## src/rtl/sfp_defs.vh

```
// Constants for the serial flash erase, program and power-down sequencer.
//
// Overview of operation
// - Sector erase sets one 4 KB sector, chosen by address bits 12 up, to ones.
// - Sector erase is opcode plus 3 address bytes; rejected off byte boundary.
// - Timed erase or program cycles start at the accepting chip select rise.
// - Write in progress is 1 for the cycle; at the end it and latch clear.
// - A sector covered by the protect bits is not erased.
// - Half block erase sets a 32 KB block to ones, same framing rules.
// - Protected half block stays unchanged but the enable latch still clears.
// - Block erase sets a 64 KB block to ones with a busy cycle, unless protected.
// - Chip erase is opcode only; rejected unless chip select rises on boundary.
// - Chip erase runs only when all four protect bits are zero.
// - Page program clears bits, opcode 02h, then 24-bit address and data.
// - Beyond 256 data bytes only the last 256 are programmed.
// - Program address wraps inside the 256-byte page.
// - Fewer than 256 bytes leave the rest of the page untouched.
// - Program needs one or more whole data bytes; else it is rejected.
// - Four-line program takes address and data on four lines.
// - Single-line commands ignore the upper three data lines.
// - Power-down on byte boundary, entered after entry delay, then deaf.
// - Release by long chip select low pulse, then recovery delay; reset releases at once.
`ifndef SFP_DEFS_VH
`define SFP_DEFS_VH

`define SFP_CLK_NS 8

// Opcodes.
`define SFP_OP_WRITE_ENABLE 8'h06
`define SFP_OP_SECTOR_ERASE 8'h20
`define SFP_OP_HALF_BLOCK_ERASE 8'h52
`define SFP_OP_BLOCK_ERASE 8'hD8
`define SFP_OP_CHIP_ERASE 8'hC7
`define SFP_OP_PAGE_PROGRAM 8'h02
`define SFP_OP_QUAD_PAGE_PROGRAM 8'h38
`define SFP_OP_DEEP_POWERDOWN 8'hB9

// Erase kinds reported with an erase start.
`define SFP_ERASE_SECTOR 2'h0
`define SFP_ERASE_HALF_BLOCK 2'h1
`define SFP_ERASE_BLOCK 2'h2
`define SFP_ERASE_CHIP 2'h3

// Address field positions.
`define SFP_SECTOR_LSB 12
`define SFP_HALF_BLOCK_LSB 15
`define SFP_BLOCK_LSB 16

// Byte counts of a frame.
`define SFP_BYTES_AFTER_ADDR 3'h4
`define SFP_BYTES_WITH_DATA 3'h5

// Times, long ones in microseconds and short ones in nanoseconds.
`define SFP_SECTOR_ERASE_TIME_US 60000
`define SFP_HALF_BLOCK_ERASE_TIME_US 200000
`define SFP_BLOCK_ERASE_TIME_US 400000
`define SFP_CHIP_ERASE_TIME_US 10000000
`define SFP_PAGE_PROGRAM_TIME_US 1400
`define SFP_POWERDOWN_ENTRY_DELAY_NS 3000
`define SFP_POWERDOWN_MIN_DWELL_NS 30000
`define SFP_RELEASE_PULSE_TIME_NS 20
`define SFP_RELEASE_RECOVERY_DELAY_NS 8800

// Cycle counts; least times round up.
`define SFP_US_CYC(t) ((t) * (1000 / `SFP_CLK_NS))
`define SFP_NS_CYC_UP(t) (((t) + `SFP_CLK_NS - 1) / `SFP_CLK_NS)
`define SFP_SECTOR_ERASE_CYC `SFP_US_CYC(`SFP_SECTOR_ERASE_TIME_US)
`define SFP_HALF_BLOCK_ERASE_CYC `SFP_US_CYC(`SFP_HALF_BLOCK_ERASE_TIME_US)
`define SFP_BLOCK_ERASE_CYC `SFP_US_CYC(`SFP_BLOCK_ERASE_TIME_US)
`define SFP_CHIP_ERASE_CYC `SFP_US_CYC(`SFP_CHIP_ERASE_TIME_US)
`define SFP_PAGE_PROGRAM_CYC `SFP_US_CYC(`SFP_PAGE_PROGRAM_TIME_US)
`define SFP_ENTRY_CYC `SFP_NS_CYC_UP(`SFP_POWERDOWN_ENTRY_DELAY_NS)
`define SFP_RELEASE_CYC `SFP_NS_CYC_UP(`SFP_RELEASE_PULSE_TIME_NS)
`define SFP_RECOVERY_CYC `SFP_NS_CYC_UP(`SFP_RELEASE_RECOVERY_DELAY_NS)

`endif

```

## src/rtl/sfp_page_buf.v

```verilog
// Page buffer with a per-byte written mask for page program data.
`timescale 1ns/1ps
module sfp_page_buf #(
  parameter AW = 8,
  parameter DW = 8
) (
  input wire clk,             // Core clock.
  input wire rst,             // Asynchronous reset, active high.
  input wire clr,             // Clears every written mark.
  input wire wr_en,           // Write one byte.
  input wire [AW-1:0] wr_addr, // Write byte position.
  input wire [DW-1:0] wr_data, // Write byte.
  input wire [AW-1:0] rd_addr, // Read byte position.
  output reg [DW-1:0] rd_data, // Byte read, one cycle later.
  output reg rd_mark          // Byte was written since the last clear.
);

  localparam DEPTH = 1 << AW;

  reg [DW-1:0] mem [0:DEPTH-1];
  reg [DEPTH-1:0] mark;

  ////////////////////////////////////////////////////////////////////////////
  always @(posedge clk)
  begin
    if (wr_en)
    begin
      mem[wr_addr] <= wr_data;
    end
    rd_data <= mem[rd_addr];
  end

  // A later byte at the same position simply overwrites the earlier one.
  always @(posedge clk or posedge rst)
  begin
    if (rst)
    begin
      mark <= {DEPTH{1'b0}};
      rd_mark <= 1'b0;
    end
    else
    begin
      if (clr)
      begin
        mark <= {DEPTH{1'b0}};
      end
      else if (wr_en)
      begin
        mark[wr_addr] <= 1'b1;
      end
      rd_mark <= mark[rd_addr];
    end
  end

endmodule // sfp_page_buf

```

## src/rtl/sfp_seq.v

```verilog
// Command decoder and self-timed sequencer for erase, program, power-down.
`timescale 1ns/1ps
`include "sfp_defs.vh"
module sfp_seq #(
  parameter ADDR_W = 21,
  parameter [31:0] SECTOR_CYC = `SFP_SECTOR_ERASE_CYC,
  parameter [31:0] HALF_BLOCK_CYC = `SFP_HALF_BLOCK_ERASE_CYC,
  parameter [31:0] BLOCK_CYC = `SFP_BLOCK_ERASE_CYC,
  parameter [31:0] CHIP_CYC = `SFP_CHIP_ERASE_CYC,
  parameter [31:0] PAGE_CYC = `SFP_PAGE_PROGRAM_CYC,
  parameter [31:0] ENTRY_CYC = `SFP_ENTRY_CYC,
  parameter [31:0] RELEASE_CYC = `SFP_RELEASE_CYC,
  parameter [31:0] RECOVERY_CYC = `SFP_RECOVERY_CYC
) (
  input wire core_clk,            // Core clock, 125 MHz.
  input wire rst,                 // Asynchronous reset, active high.
  input wire cs_n,                // Chip select pin, active low.
  input wire sclk,                // Serial clock pin.
  input wire [3:0] sio_in,        // Data lines in.
  input wire [3:0] block_protect, // Protect bits 3 down to 0.
  input wire quad_enable,         // Four-line program allowed.
  output reg write_enable_latch,  // Write enable latch.
  output reg write_in_progress,   // Timed cycle running.
  output reg deep_powerdown,      // In deep power-down.
  output reg erase_start,         // One-cycle pulse: erase region.
  output reg [1:0] erase_kind,    // Region size of the erase.
  output reg [ADDR_W-1:0] erase_addr, // Region base address.
  output reg prog_we,             // One-cycle pulse: program one byte.
  output reg [ADDR_W-1:0] prog_addr, // Byte address to program.
  output reg [7:0] prog_data      // Byte to program, ones stay.
);

  localparam PD_NONE = 2'h0;
  localparam PD_ENTER = 2'h1;
  localparam PD_DEEP = 2'h2;
  localparam PD_RECOVER = 2'h3;

  // A region is covered when it lies in the top 64 KB blocks selected.
  function prot_hit;
    input [ADDR_W-1:0] a;
    input [3:0] bp;
    integer blk;
    integer total;
    integer nprot;
    begin
      blk = a >> `SFP_BLOCK_LSB;
      total = 1 << (ADDR_W - `SFP_BLOCK_LSB);
      nprot = 1 << bp;
      nprot = nprot / 2;
      if (bp == 4'h0)
        prot_hit = 1'b0;
      else if (nprot >= total)
        prot_hit = 1'b1;
      else
        prot_hit = (blk >= total - nprot);
    end
  endfunction

  ////////////////////////////////////////////////////////////////////////////
  // Pin synchronisers and edge detection.
  reg cs_m, cs_s, cs_q;
  reg sclk_m, sclk_s, sclk_q;
  reg [3:0] sio_m, sio_s;

  always @(posedge core_clk or posedge rst)
  begin
    if (rst)
    begin
      cs_m <= 1'b1;
      cs_s <= 1'b1;
      cs_q <= 1'b1;
      sclk_m <= 1'b0;
      sclk_s <= 1'b0;
      sclk_q <= 1'b0;
      sio_m <= 4'h0;
      sio_s <= 4'h0;
    end
    else
    begin
      cs_m <= cs_n;
      cs_s <= cs_m;
      cs_q <= cs_s;
      sclk_m <= sclk;
      sclk_s <= sclk_m;
      sclk_q <= sclk_s;
      sio_m <= sio_in;
      sio_s <= sio_m;
    end
  end

  wire cs_rise = cs_s & ~cs_q;
  wire cs_fall = ~cs_s & cs_q;
  wire sclk_rise = sclk_s & ~sclk_q & ~cs_s;

  ////////////////////////////////////////////////////////////////////////////
  // Frame assembly: opcode, three address bytes, then data bytes.
  reg [7:0] shreg;
  reg [7:0] opcode;
  reg [23:0] addr;
  reg [3:0] bitcnt;
  reg [2:0] byte_idx;
  reg [7:0] dcnt;
  reg [1:0] pd_state;

  wire lane4 = (opcode == `SFP_OP_QUAD_PAGE_PROGRAM) && quad_enable &&
               (byte_idx != 3'h0);
  // Single-line framing only looks at line 0.
  wire [7:0] next_sh = lane4 ? {shreg[3:0], sio_s} :
                       {shreg[6:0], sio_s[0]};
  wire [3:0] next_bitcnt = bitcnt + (lane4 ? 4'h4 : 4'h1);
  wire byte_done = sclk_rise && (next_bitcnt == 4'h8);
  wire is_prog_op = (opcode == `SFP_OP_PAGE_PROGRAM) ||
                    (opcode == `SFP_OP_QUAD_PAGE_PROGRAM);

  always @(posedge core_clk or posedge rst)
  begin
    if (rst)
    begin
      shreg <= 8'h00;
      opcode <= 8'h00;
      addr <= 24'h000000;
      bitcnt <= 4'h0;
      byte_idx <= 3'h0;
      dcnt <= 8'h00;
    end
    else if (cs_s)
    begin
      bitcnt <= 4'h0;
      byte_idx <= 3'h0;
      dcnt <= 8'h00;
    end
    else if (sclk_rise)
    begin
      shreg <= next_sh;
      if (byte_done)
      begin
        bitcnt <= 4'h0;
        if (byte_idx != `SFP_BYTES_WITH_DATA)
        begin
          byte_idx <= byte_idx + 3'h1;
        end
        case (byte_idx)
          3'h0: opcode <= next_sh;
          3'h1: addr[23:16] <= next_sh;
          3'h2: addr[15:8] <= next_sh;
          3'h3: addr[7:0] <= next_sh;
          default: dcnt <= dcnt + 8'h01;
        endcase
      end
      else
      begin
        bitcnt <= next_bitcnt;
      end
    end
  end

  // Data bytes land at the page offset plus count, wrapping in the page,
  // so past 256 bytes the oldest ones are overwritten.
  wire buf_wr = byte_done && is_prog_op &&
                (byte_idx >= `SFP_BYTES_AFTER_ADDR) &&
                !write_in_progress && (pd_state == PD_NONE);
  wire [7:0] buf_wr_addr = addr[7:0] + dcnt;
  wire buf_clr = cs_fall && !write_in_progress;
  reg [7:0] idx;
  wire [7:0] buf_data;
  wire buf_mark;

  sfp_page_buf #(
    .AW(8),
    .DW(8)
  ) u_page_buf (
    .clk(core_clk),
    .rst(rst),
    .clr(buf_clr),
    .wr_en(buf_wr),
    .wr_addr(buf_wr_addr),
    .wr_data(next_sh),
    .rd_addr(idx),
    .rd_data(buf_data),
    .rd_mark(buf_mark)
  );

  ////////////////////////////////////////////////////////////////////////////
  // Command decode at the chip select rise.
  wire [ADDR_W-1:0] a = addr[ADDR_W-1:0];
  wire on_boundary = (bitcnt == 4'h0);
  wire cmd_ok = cs_rise && on_boundary && (pd_state == PD_NONE) &&
                !write_in_progress;
  wire one_byte = (byte_idx == 3'h1);
  wire addr_only = (byte_idx == `SFP_BYTES_AFTER_ADDR);
  wire do_write_enable_cmd = cmd_ok && one_byte &&
                 (opcode == `SFP_OP_WRITE_ENABLE);
  wire do_se = cmd_ok && addr_only && write_enable_latch &&
               (opcode == `SFP_OP_SECTOR_ERASE);
  wire do_hbe = cmd_ok && addr_only && write_enable_latch &&
                (opcode == `SFP_OP_HALF_BLOCK_ERASE);
  wire do_be = cmd_ok && addr_only && write_enable_latch &&
               (opcode == `SFP_OP_BLOCK_ERASE);
  wire do_ce = cmd_ok && one_byte && write_enable_latch &&
               (opcode == `SFP_OP_CHIP_ERASE);
  wire do_pp = cmd_ok && (byte_idx == `SFP_BYTES_WITH_DATA) &&
               write_enable_latch &&
               ((opcode == `SFP_OP_PAGE_PROGRAM) ||
                ((opcode == `SFP_OP_QUAD_PAGE_PROGRAM) && quad_enable));
  wire do_dp = cmd_ok && one_byte &&
               (opcode == `SFP_OP_DEEP_POWERDOWN);

  wire [ADDR_W-1:0] sector_base = {a[ADDR_W-1:`SFP_SECTOR_LSB],
                                   {`SFP_SECTOR_LSB{1'b0}}};
  wire [ADDR_W-1:0] half_base = {a[ADDR_W-1:`SFP_HALF_BLOCK_LSB],
                                 {`SFP_HALF_BLOCK_LSB{1'b0}}};
  wire [ADDR_W-1:0] block_base = {a[ADDR_W-1:`SFP_BLOCK_LSB],
                                  {`SFP_BLOCK_LSB{1'b0}}};

  ////////////////////////////////////////////////////////////////////////////
  // Latch, busy timer, erase start, program streaming.
  reg [31:0] busy_cnt;
  reg streaming;
  reg stream_d;
  reg [7:0] idx_d;
  reg [ADDR_W-9:0] page;

  always @(posedge core_clk or posedge rst)
  begin
    if (rst)
    begin
      write_enable_latch <= 1'b0;
      write_in_progress <= 1'b0;
      busy_cnt <= 32'h00000000;
      erase_start <= 1'b0;
      erase_kind <= 2'h0;
      erase_addr <= {ADDR_W{1'b0}};
      streaming <= 1'b0;
      stream_d <= 1'b0;
      idx <= 8'h00;
      idx_d <= 8'h00;
      page <= {(ADDR_W-8){1'b0}};
      prog_we <= 1'b0;
      prog_addr <= {ADDR_W{1'b0}};
      prog_data <= 8'h00;
    end
    else
    begin
      erase_start <= 1'b0;
      stream_d <= streaming;
      idx_d <= idx;
      // Only bytes marked as received are programmed.
      prog_we <= stream_d & buf_mark;
      prog_addr <= {page, idx_d};
      prog_data <= buf_data;
      if (streaming)
      begin
        idx <= idx + 8'h01;
        if (idx == 8'hFF)
        begin
          streaming <= 1'b0;
        end
      end
      if (write_in_progress)
      begin
        busy_cnt <= busy_cnt - 32'h00000001;
        if (busy_cnt == 32'h00000001)
        begin
          write_in_progress <= 1'b0;
          write_enable_latch <= 1'b0;
        end
      end
      if (do_write_enable_cmd)
      begin
        write_enable_latch <= 1'b1;
      end
      if (do_se)
      begin
        if (prot_hit(sector_base, block_protect))
          write_enable_latch <= 1'b0;
        else
        begin
          write_in_progress <= 1'b1;
          busy_cnt <= SECTOR_CYC;
          erase_start <= 1'b1;
          erase_kind <= `SFP_ERASE_SECTOR;
          erase_addr <= sector_base;
        end
      end
      if (do_hbe)
      begin
        if (prot_hit(half_base, block_protect))
          write_enable_latch <= 1'b0;
        else
        begin
          write_in_progress <= 1'b1;
          busy_cnt <= HALF_BLOCK_CYC;
          erase_start <= 1'b1;
          erase_kind <= `SFP_ERASE_HALF_BLOCK;
          erase_addr <= half_base;
        end
      end
      if (do_be)
      begin
        if (prot_hit(block_base, block_protect))
          write_enable_latch <= 1'b0;
        else
        begin
          write_in_progress <= 1'b1;
          busy_cnt <= BLOCK_CYC;
          erase_start <= 1'b1;
          erase_kind <= `SFP_ERASE_BLOCK;
          erase_addr <= block_base;
        end
      end
      if (do_ce)
      begin
        if (block_protect != 4'h0)
          write_enable_latch <= 1'b0;
        else
        begin
          write_in_progress <= 1'b1;
          busy_cnt <= CHIP_CYC;
          erase_start <= 1'b1;
          erase_kind <= `SFP_ERASE_CHIP;
          erase_addr <= {ADDR_W{1'b0}};
        end
      end
      if (do_pp)
      begin
        if (prot_hit(a, block_protect))
          write_enable_latch <= 1'b0;
        else
        begin
          write_in_progress <= 1'b1;
          busy_cnt <= PAGE_CYC;
          streaming <= 1'b1;
          idx <= 8'h00;
          page <= a[ADDR_W-1:8];
        end
      end
    end
  end

  ////////////////////////////////////////////////////////////////////////////
  // Deep power-down entry, release and recovery.
  reg [31:0] pd_cnt;

  always @(posedge core_clk or posedge rst)
  begin
    if (rst)
    begin
      pd_state <= PD_NONE;
      pd_cnt <= 32'h00000000;
      deep_powerdown <= 1'b0;
    end
    else
    begin
      case (pd_state)
        PD_NONE:
        begin
          pd_cnt <= 32'h00000000;
          if (do_dp)
          begin
            pd_state <= PD_ENTER;
          end
        end
        PD_ENTER:
        begin
          pd_cnt <= pd_cnt + 32'h00000001;
          if (pd_cnt + 32'h00000001 >= ENTRY_CYC)
          begin
            pd_state <= PD_DEEP;
            deep_powerdown <= 1'b1;
            pd_cnt <= 32'h00000000;
          end
        end
        PD_DEEP:
        begin
          if (cs_rise)
          begin
            pd_cnt <= 32'h00000000;
            if (pd_cnt >= RELEASE_CYC)
            begin
              pd_state <= PD_RECOVER;
            end
          end
          else if (!cs_s)
          begin
            if (pd_cnt < RELEASE_CYC)
            begin
              pd_cnt <= pd_cnt + 32'h00000001;
            end
          end
          else
          begin
            pd_cnt <= 32'h00000000;
          end
        end
        PD_RECOVER:
        begin
          pd_cnt <= pd_cnt + 32'h00000001;
          if (pd_cnt + 32'h00000001 >= RECOVERY_CYC)
          begin
            pd_state <= PD_NONE;
            deep_powerdown <= 1'b0;
            pd_cnt <= 32'h00000000;
          end
        end
        default:
        begin
          pd_state <= PD_NONE;
          pd_cnt <= 32'h00000000;
        end
      endcase
    end
  end

endmodule // sfp_seq

```

## config.mk

```make
export PLATFORM = sky130hd
export DESIGN_NAME = sfp_seq
export DESIGN_NICKNAME = d
export VERILOG_FILES = /design/src/rtl/sfp_page_buf.v /design/src/rtl/sfp_seq.v
export VERILOG_INCLUDE_DIRS = /design/src /design/src/rtl
export SDC_FILE = /design/constraint.sdc
export NUM_CORES = 2
export LEC_CHECK = 0
export CAP_MARGIN = 20
export CORE_MARGIN = 2
export CORE_UTILIZATION = 40
export DETAILED_ROUTE_END_ITERATION = 6
export DONT_BUFFER_PORTS = 1
export PLACE_DENSITY_LB_ADDON = 0.1
export SLEW_MARGIN = 30
export SYNTH_ARGS = -nofsm -noshare
export SYNTH_HDL_FRONTEND = slang
export SYNTH_SLANG_ARGS = --single-unit
```

## constraint.sdc

```tcl
create_clock -name core_clk -period 39.5 [get_ports core_clk]
set_input_delay 3.95 -clock core_clk [delete_from_list [all_inputs] [get_ports core_clk]]
set_output_delay 3.95 -clock core_clk [all_outputs]
set_load 0.1 [all_outputs]
```

# [After elaboration in Yosys (flattened, before gate mapping)]
# Memories as Yosys holds them, arrays and structs flattened. A register that Yosys moved wholly into a read port is not among the register bits.
# Index checks and enable logic that the tools add are counted.
[classes] n_addsub=9 order_cmp=10 eq_ne=27 n_shift=1 muxes=109 n_bitwise=11 n_reduce_logical=50
[ops] op="2-to-1 mux 256 bit" count=2
[ops] op="2-to-1 mux 32 bit" count=16
[ops] op="bitwise OR 256 bit" count=1
[ops] op="2-to-1 mux 21 bit" count=8
[ops] op="one-hot mux 32 bit (4 select lines)" count=1
[ops] op="2-to-1 mux 8 bit" count=8
[ops] op="2-to-1 mux 1 bit" count=49
[ops] op="adder 32 x 1 -> 32 bit" count=1
[ops] op="adder 32 x 1 -> 32 bit (second input constant)" count=1
[ops] op="== test 32 x 1 -> 1 bit (second input constant)" count=1
[ops] op="== test 8 bit (second input constant)" count=4
[ops] op="greater-or-equal comparator 32 x 11 -> 1 bit (second input constant)" count=1
[ops] op="greater-or-equal comparator 32 x 2 -> 1 bit (second input constant)" count=1
[ops] op="greater-or-equal comparator 32 x 7 -> 1 bit (second input constant)" count=1
[ops] op="greater-or-equal comparator 32 x 9 -> 1 bit (second input constant)" count=1
[ops] op="greater-or-equal comparator 6 x 32 -> 1 bit" count=1
[ops] op="less-than comparator 32 x 2 -> 1 bit (second input constant)" count=1
[ops] op="left shift 1 x 4 -> 32 bit (first input constant)" count=1
[ops] op="subtractor 32 x 1 -> 32 bit (second input constant)" count=1
[ops] op="subtractor 7 x 32 -> 32 bit (first input constant)" count=1
[ops] op="2-to-1 mux 2 bit" count=13
[ops] op="logical AND 1 bit" count=25
[ops] op="less-than comparator 8 x 9 -> 1 bit (second input constant)" count=2
[ops] op="adder 8 x 1 -> 8 bit (second input constant)" count=2
[ops] op="other kinds (40)" count=74
[word_totals] regBits=476 ram_bits=2048 in_bits=13 output_inout_bits=57 elab_cells=253 memories=1
[mem_list] name="u_page_buf.mem" words=256 word_bits=8 read_ports=1 rd_ports_with_merged_regs=1 write_ports=1 line="sfp_page_buf.v:20" text="reg [DW-1:0] mem [0:DEPTH-1];"

# [Depth between registers and ports, before layout]
[logic_depth] ltp_word=19 mapped_depth=15 mapped_depth_nobuf=13

# [Hierarchy]
# Synthesis repeated with hierarchy kept, for this count alone.
[unflattened] hier_cells=5704 area_unflattened_um2=100635.3
[modules_own_cells] module="sfp_page_buf" instances=1 cells_per_inst=4689 area_each_um2=90186.5 seq_area_each_um2=68090.3
[modules_own_cells] module="sfp_seq" instances=1 cells_per_inst=1015 area_each_um2=10448.8 seq_area_each_um2=5484.0

# [Least setup slack after synthesis]
# OpenSTA, ideal clock, no wires.
[synth_timing] kind="input port to flip-flop" from="input port quad_enable" to="memory u_page_buf.mem[0][1] (data pin)" setup_ns=0.771 t_arrival_ns=7.464 required_ns=38.729 path_slack_ns=31.266 path_stages=5 path_buffers=1 path_cell_list="nand3_1 > a21o_1 > clkbuf_1 > mux2i_1 > inv_1"
[synth_between] elab_chain_len=3
[synth_lines] item="from (decl)" line="sfp_seq.v:21" text="input wire quad_enable,"
[synth_lines] item="logical AND 1 bit (2 in series)" line="sfp_seq.v:105" text="wire lane4 = (opcode == `SFP_OP_QUAD_PAGE_PROGRAM) && quad_enable &&"
[synth_lines] item="2-to-1 mux 8 bit" line="sfp_seq.v:108" text="wire [7:0] next_sh = lane4 ? {shreg[3:0], sio_s} :"
[synth_lines] item="net next_sh[1]" line="sfp_seq.v:108"
[synth_lines] item="to (decl)" line="sfp_page_buf.v:20"
# The timed path passes the listed nets, and every way through them passes these cells.

# [Worst setup path after layout]
[layout_timing] from="input port quad_enable" to="memory u_page_buf.mem[242][2] (enable)"
[layout_between] elab_chain_len=12
[layout_lines] item="logical AND 1 bit (2 in series)" line="sfp_seq.v:105"
[layout_lines] item="2-to-1 mux 3 bit" line="sfp_seq.v:110" text="wire [3:0] next_bitcnt = bitcnt + (lane4 ? 4'h4 : 4'h1);"
[layout_lines] item="adder 4 x 3 -> 4 bit" line="sfp_seq.v:110"
[layout_lines] item="== test 4 bit" line="sfp_seq.v:111" text="wire byte_done = sclk_rise && (next_bitcnt == 4'h8);"
[layout_lines] item="logical AND 1 bit" line="sfp_seq.v:111"
[layout_lines] item="logical AND 1 bit (4 in series)" line="sfp_seq.v:159" text="wire buf_wr = byte_done && is_prog_op &&"
[layout_lines] item="2-to-1 mux 1 bit" line="sfp_page_buf.v:26" text="if (wr_en)"
[layout_lines] item="2-to-1 mux 1 bit (implied by the code)" line="sfp_page_buf.v:28" text="mem[wr_addr] <= wr_data;"
# Every way passes these cells.

==> results_dict.tcl <==
set metrics [dict create \
    outcome "finished, final reports clean" \
    synth_async_sr_flop_share_pct 18.8 \
    nNetsFinal 5202 \
    drt-wirelength-per-cell_um 31.8 \
    clkLatencyLatePin_ns 0.94 \
    finalCriticalPeriod_ns 8.02 \
    irDropWorstVdd_mv 0.0395 \
    synth.lib_cells_used.distinct 81 \
    globalRoute.totalOverflow 0 \
    hold_viol_final 0 \
    crit_path_start "quad_enable" \
    r2r_start "opcode[1]$_DFFE_PP0P_" \
    yosysSeqAreaShare_pct 72.8 \
    core.rowCount 184 \
    cts-buffers-inserted 293 \
    setup_violations 0 \
    detailed_place_hpwl_um 164000 \
    finalHoldWorstSlack_ns 0.329 \
    detail-route-antenna-nets 0 \
    grt_antenna_before_repair 12 \
    synthesis.area_um2 101000 \
    ctsLongestPathBuffers 4 \
    normalized_max_slew_margin_pct 28.4 \
    cts_sinks 2532 \
    mostFrequentLayoutCell "sky130_fd_sc_hd__edfxtp_1" \
    grt.total_usage_pct 21.5 \
    path_clk_slew_ns 0.06 \
    gp_congestion 0.793 \
    cts.repair.resized 0 \
    multi_input_area_um2 26700 \
    remaining_drc_errors 0 \
    leakage_nw 36.8 \
    drt-pass1-iter-count 6 \
    grt_max_degree 185 \
    min_from "u_page_buf.rd_data[7]$_DFF_P_" \
    floorplan.io_pins 70 \
    syn_avg_cell_area_um2 19.9 \
    tritoncts "yes" \
    layout.cell_area.non_filler_um2 115000 \
    rsz0062_at_grt "no" \
    detail_route.iter0.violations 6152 \
    initial_core_utilization_pct 40.2 \
    die_height_um 507 \
    route.final.wire_length_um 277000 \
    grt_first_pass_wirelength_um 400000 \
    pwr_density_cell_nw_per_um2 51.3 \
    finish.utilization_pct 45.9 \
    route.vias.total 52000 \
    syn-instance-count 5091 \
    postCtsSetupRepairBufs 0 \
    drv_cap 0 \
    fillCellCount 21100 \
    vias_per_cell 5.97 \
    syn_nets 5137 \
    ys_dominant_reg_cell "sky130_fd_sc_hd__edfxtp_1" \
    critPathCaptureType "register" \
    cts.hold.buffers_added 0 \
    grt_pass1_vias 52300 \
    synth_enable_flop_cells 2048 \
    ys_seq_elements 2532 \
    numPlacedInstances 8206 \
    final.setup_skew_ns 0.0618 \
    timing.setup.critical_path_class "in2reg" \
    stdcell_count 8716 \
    critical_path_peak_fanout 10 \
    yosys_warnings 0 \
    register_area_um2 73600 \
    layout.cells.most_common_list "2048 x sky130_fd_sc_hd__edfxtp_1, 743 x sky130_fd_sc_hd__mux4_2, 466 x sky130_fd_sc_hd__dfrtp_1" \
    worstSetupStartpointType "primary input" \
    final-max-slew-violation-count 0 \
    dieArea_um2 257000 \
    max_freq_ghz 0.125 \
    port_buffers 0 \
    cts.htree.levels 5 \
    crit_path_dat_ns 8.56 \
    drive_gt1_share_pct 27.7 \
    post_dp_cell_area_um2 105000 \
    tightest_slew_ns 1.07 \
    setup_tns_ns 0 \
    timing.critical_path.required_ns 40.04 \
    core_area_um2 251000 \
    area_growth_syn_to_layout_pct 14.0 \
    post-route-period-util_pct 20.3 \
    worstHoldPathType "reg2reg" \
    dieWidth_um 507 \
    clock_tree.root_cell "sky130_fd_sc_hd__clkbuf_16" \
]
[metrics by stage]
stage | total power [mW] | setup WS (ns)
final | 5.92 | 31.48
after CTS | 5.98 | 31.39
after global placement | 3.32 | 30.47
after global routing | 6.11 | 31.23
after floorplan | 3.19 | 22.28
after detailed placement | 3.32 | 30.44
[cell families after synthesis]
kind of cell | Yosys count | synth area share [%]
adder cells (fa/ha/maj) | 33 | 0.416
AND/OR/NAND/NOR | 800 | 3.76
multiplexers | 780 | 16.9
buffers and inverters | 405 | 1.58
XOR/XNOR | 67 | 0.580
AO/OA/AOI/OAI | 474 | 3.99
flip-flops | 2532 | 72.8
[critical path: stages]
cell and delay (ns):
sky130_fd_sc_hd__nand3_1 0.09, sky130_fd_sc_hd__a21o_1 0.36, sky130_fd_sc_hd__ha_1 0.28, sky130_fd_sc_hd__ha_1 0.19, sky130_fd_sc_hd__xor2_1 0.16, sky130_fd_sc_hd__nor3_1 0.31
sky130_fd_sc_hd__nand3_1 0.26, sky130_fd_sc_hd__a2111oi_1 0.44, sky130_fd_sc_hd__buf_4 0.23, sky130_fd_sc_hd__nor2b_1 0.27, sky130_fd_sc_hd__and2_1 0.35, sky130_fd_sc_hd__nand2_2 0.50
sky130_fd_sc_hd__buf_4 0.49, sky130_fd_sc_hd__nor2_1 0.63
[area by class of cell]
| type | count | share of cell area (%) |
|---|---|---|
| well taps | 3348 | 3.63 |
| repair buffers | 136 | 1.04 |
| flip-flops and latches | 2532 | 63.8 |
| multi-input cells | 2154 | 23.2 |
| diodes | 7 | 0.0152 |
| inverters | 39 | 0.186 |
| clock inverters | 133 | 1.30 |
| clock buffers | 367 | 6.81 |
[Yosys cell counts (all sizes together) (40+ instances only)]
cell type	number	area share [%]
clkbuf	242	0.90
and2	44	0.27
xnor2	47	0.41
buf	124	0.53
nor2	247	0.92
nor3	166	0.82
o21ai	55	0.27
edfxtp	2048	61
nand3	40	0.20
nand2	162	0.60
dfrtp	473	12
a32o	257	2.5
mux4	743	17
[report_power, final]
part	internal (mW)	leakage, nW	switching (mW)	total [mW]
Clock	1.61	4.54	1.06	2.66
Sequential	3.01	24.7	0.00700	3.02
Combinational	0.0215	7.61	0.217	0.238
Total	4.64	36.8	1.28	5.92
[registers in the layout, summed over array words and instances (netlist names), 7 cells and up]
name and flops:
u_page_buf.mem 2048, u_page_buf.mark 256, busy_cnt 32, pd_cnt 32, addr 21, erase_addr 21, prog_addr 21, page 13
dcnt 8, idx 8, idx_d 8, opcode 8, prog_data 8, u_page_buf.rd_data 8, shreg 7
[metal layers]
metal	vias up	wire (um)	global-route usage [%]
met2	2005	127000	32.5
met5	-	0	0
met3	329	18300	3.76
li1	21300	-	-
met4	0	5210	4.54
met1	28400	126000	32.8
[final timing paths]
check	cells past startpoint	slack (ns)	to
min in group asynchronous	1	3.06	u_page_buf.mark[68]$_DFFE_PP0P_
max reg2reg	15	33.40	u_page_buf.mem[242][2]$_DFFE_PP_
min	0	0.33	prog_data[7]$_DFF_PP0_
max in group asynchronous	4	33.74	addr[2]$_DFFE_PP0P_
min reg2reg	0	0.33	prog_data[7]$_DFF_PP0_
max	14	31.48	u_page_buf.mem[242][2]$_DFFE_PP_
No activity file was read; power rests on OpenSTA's default activity.
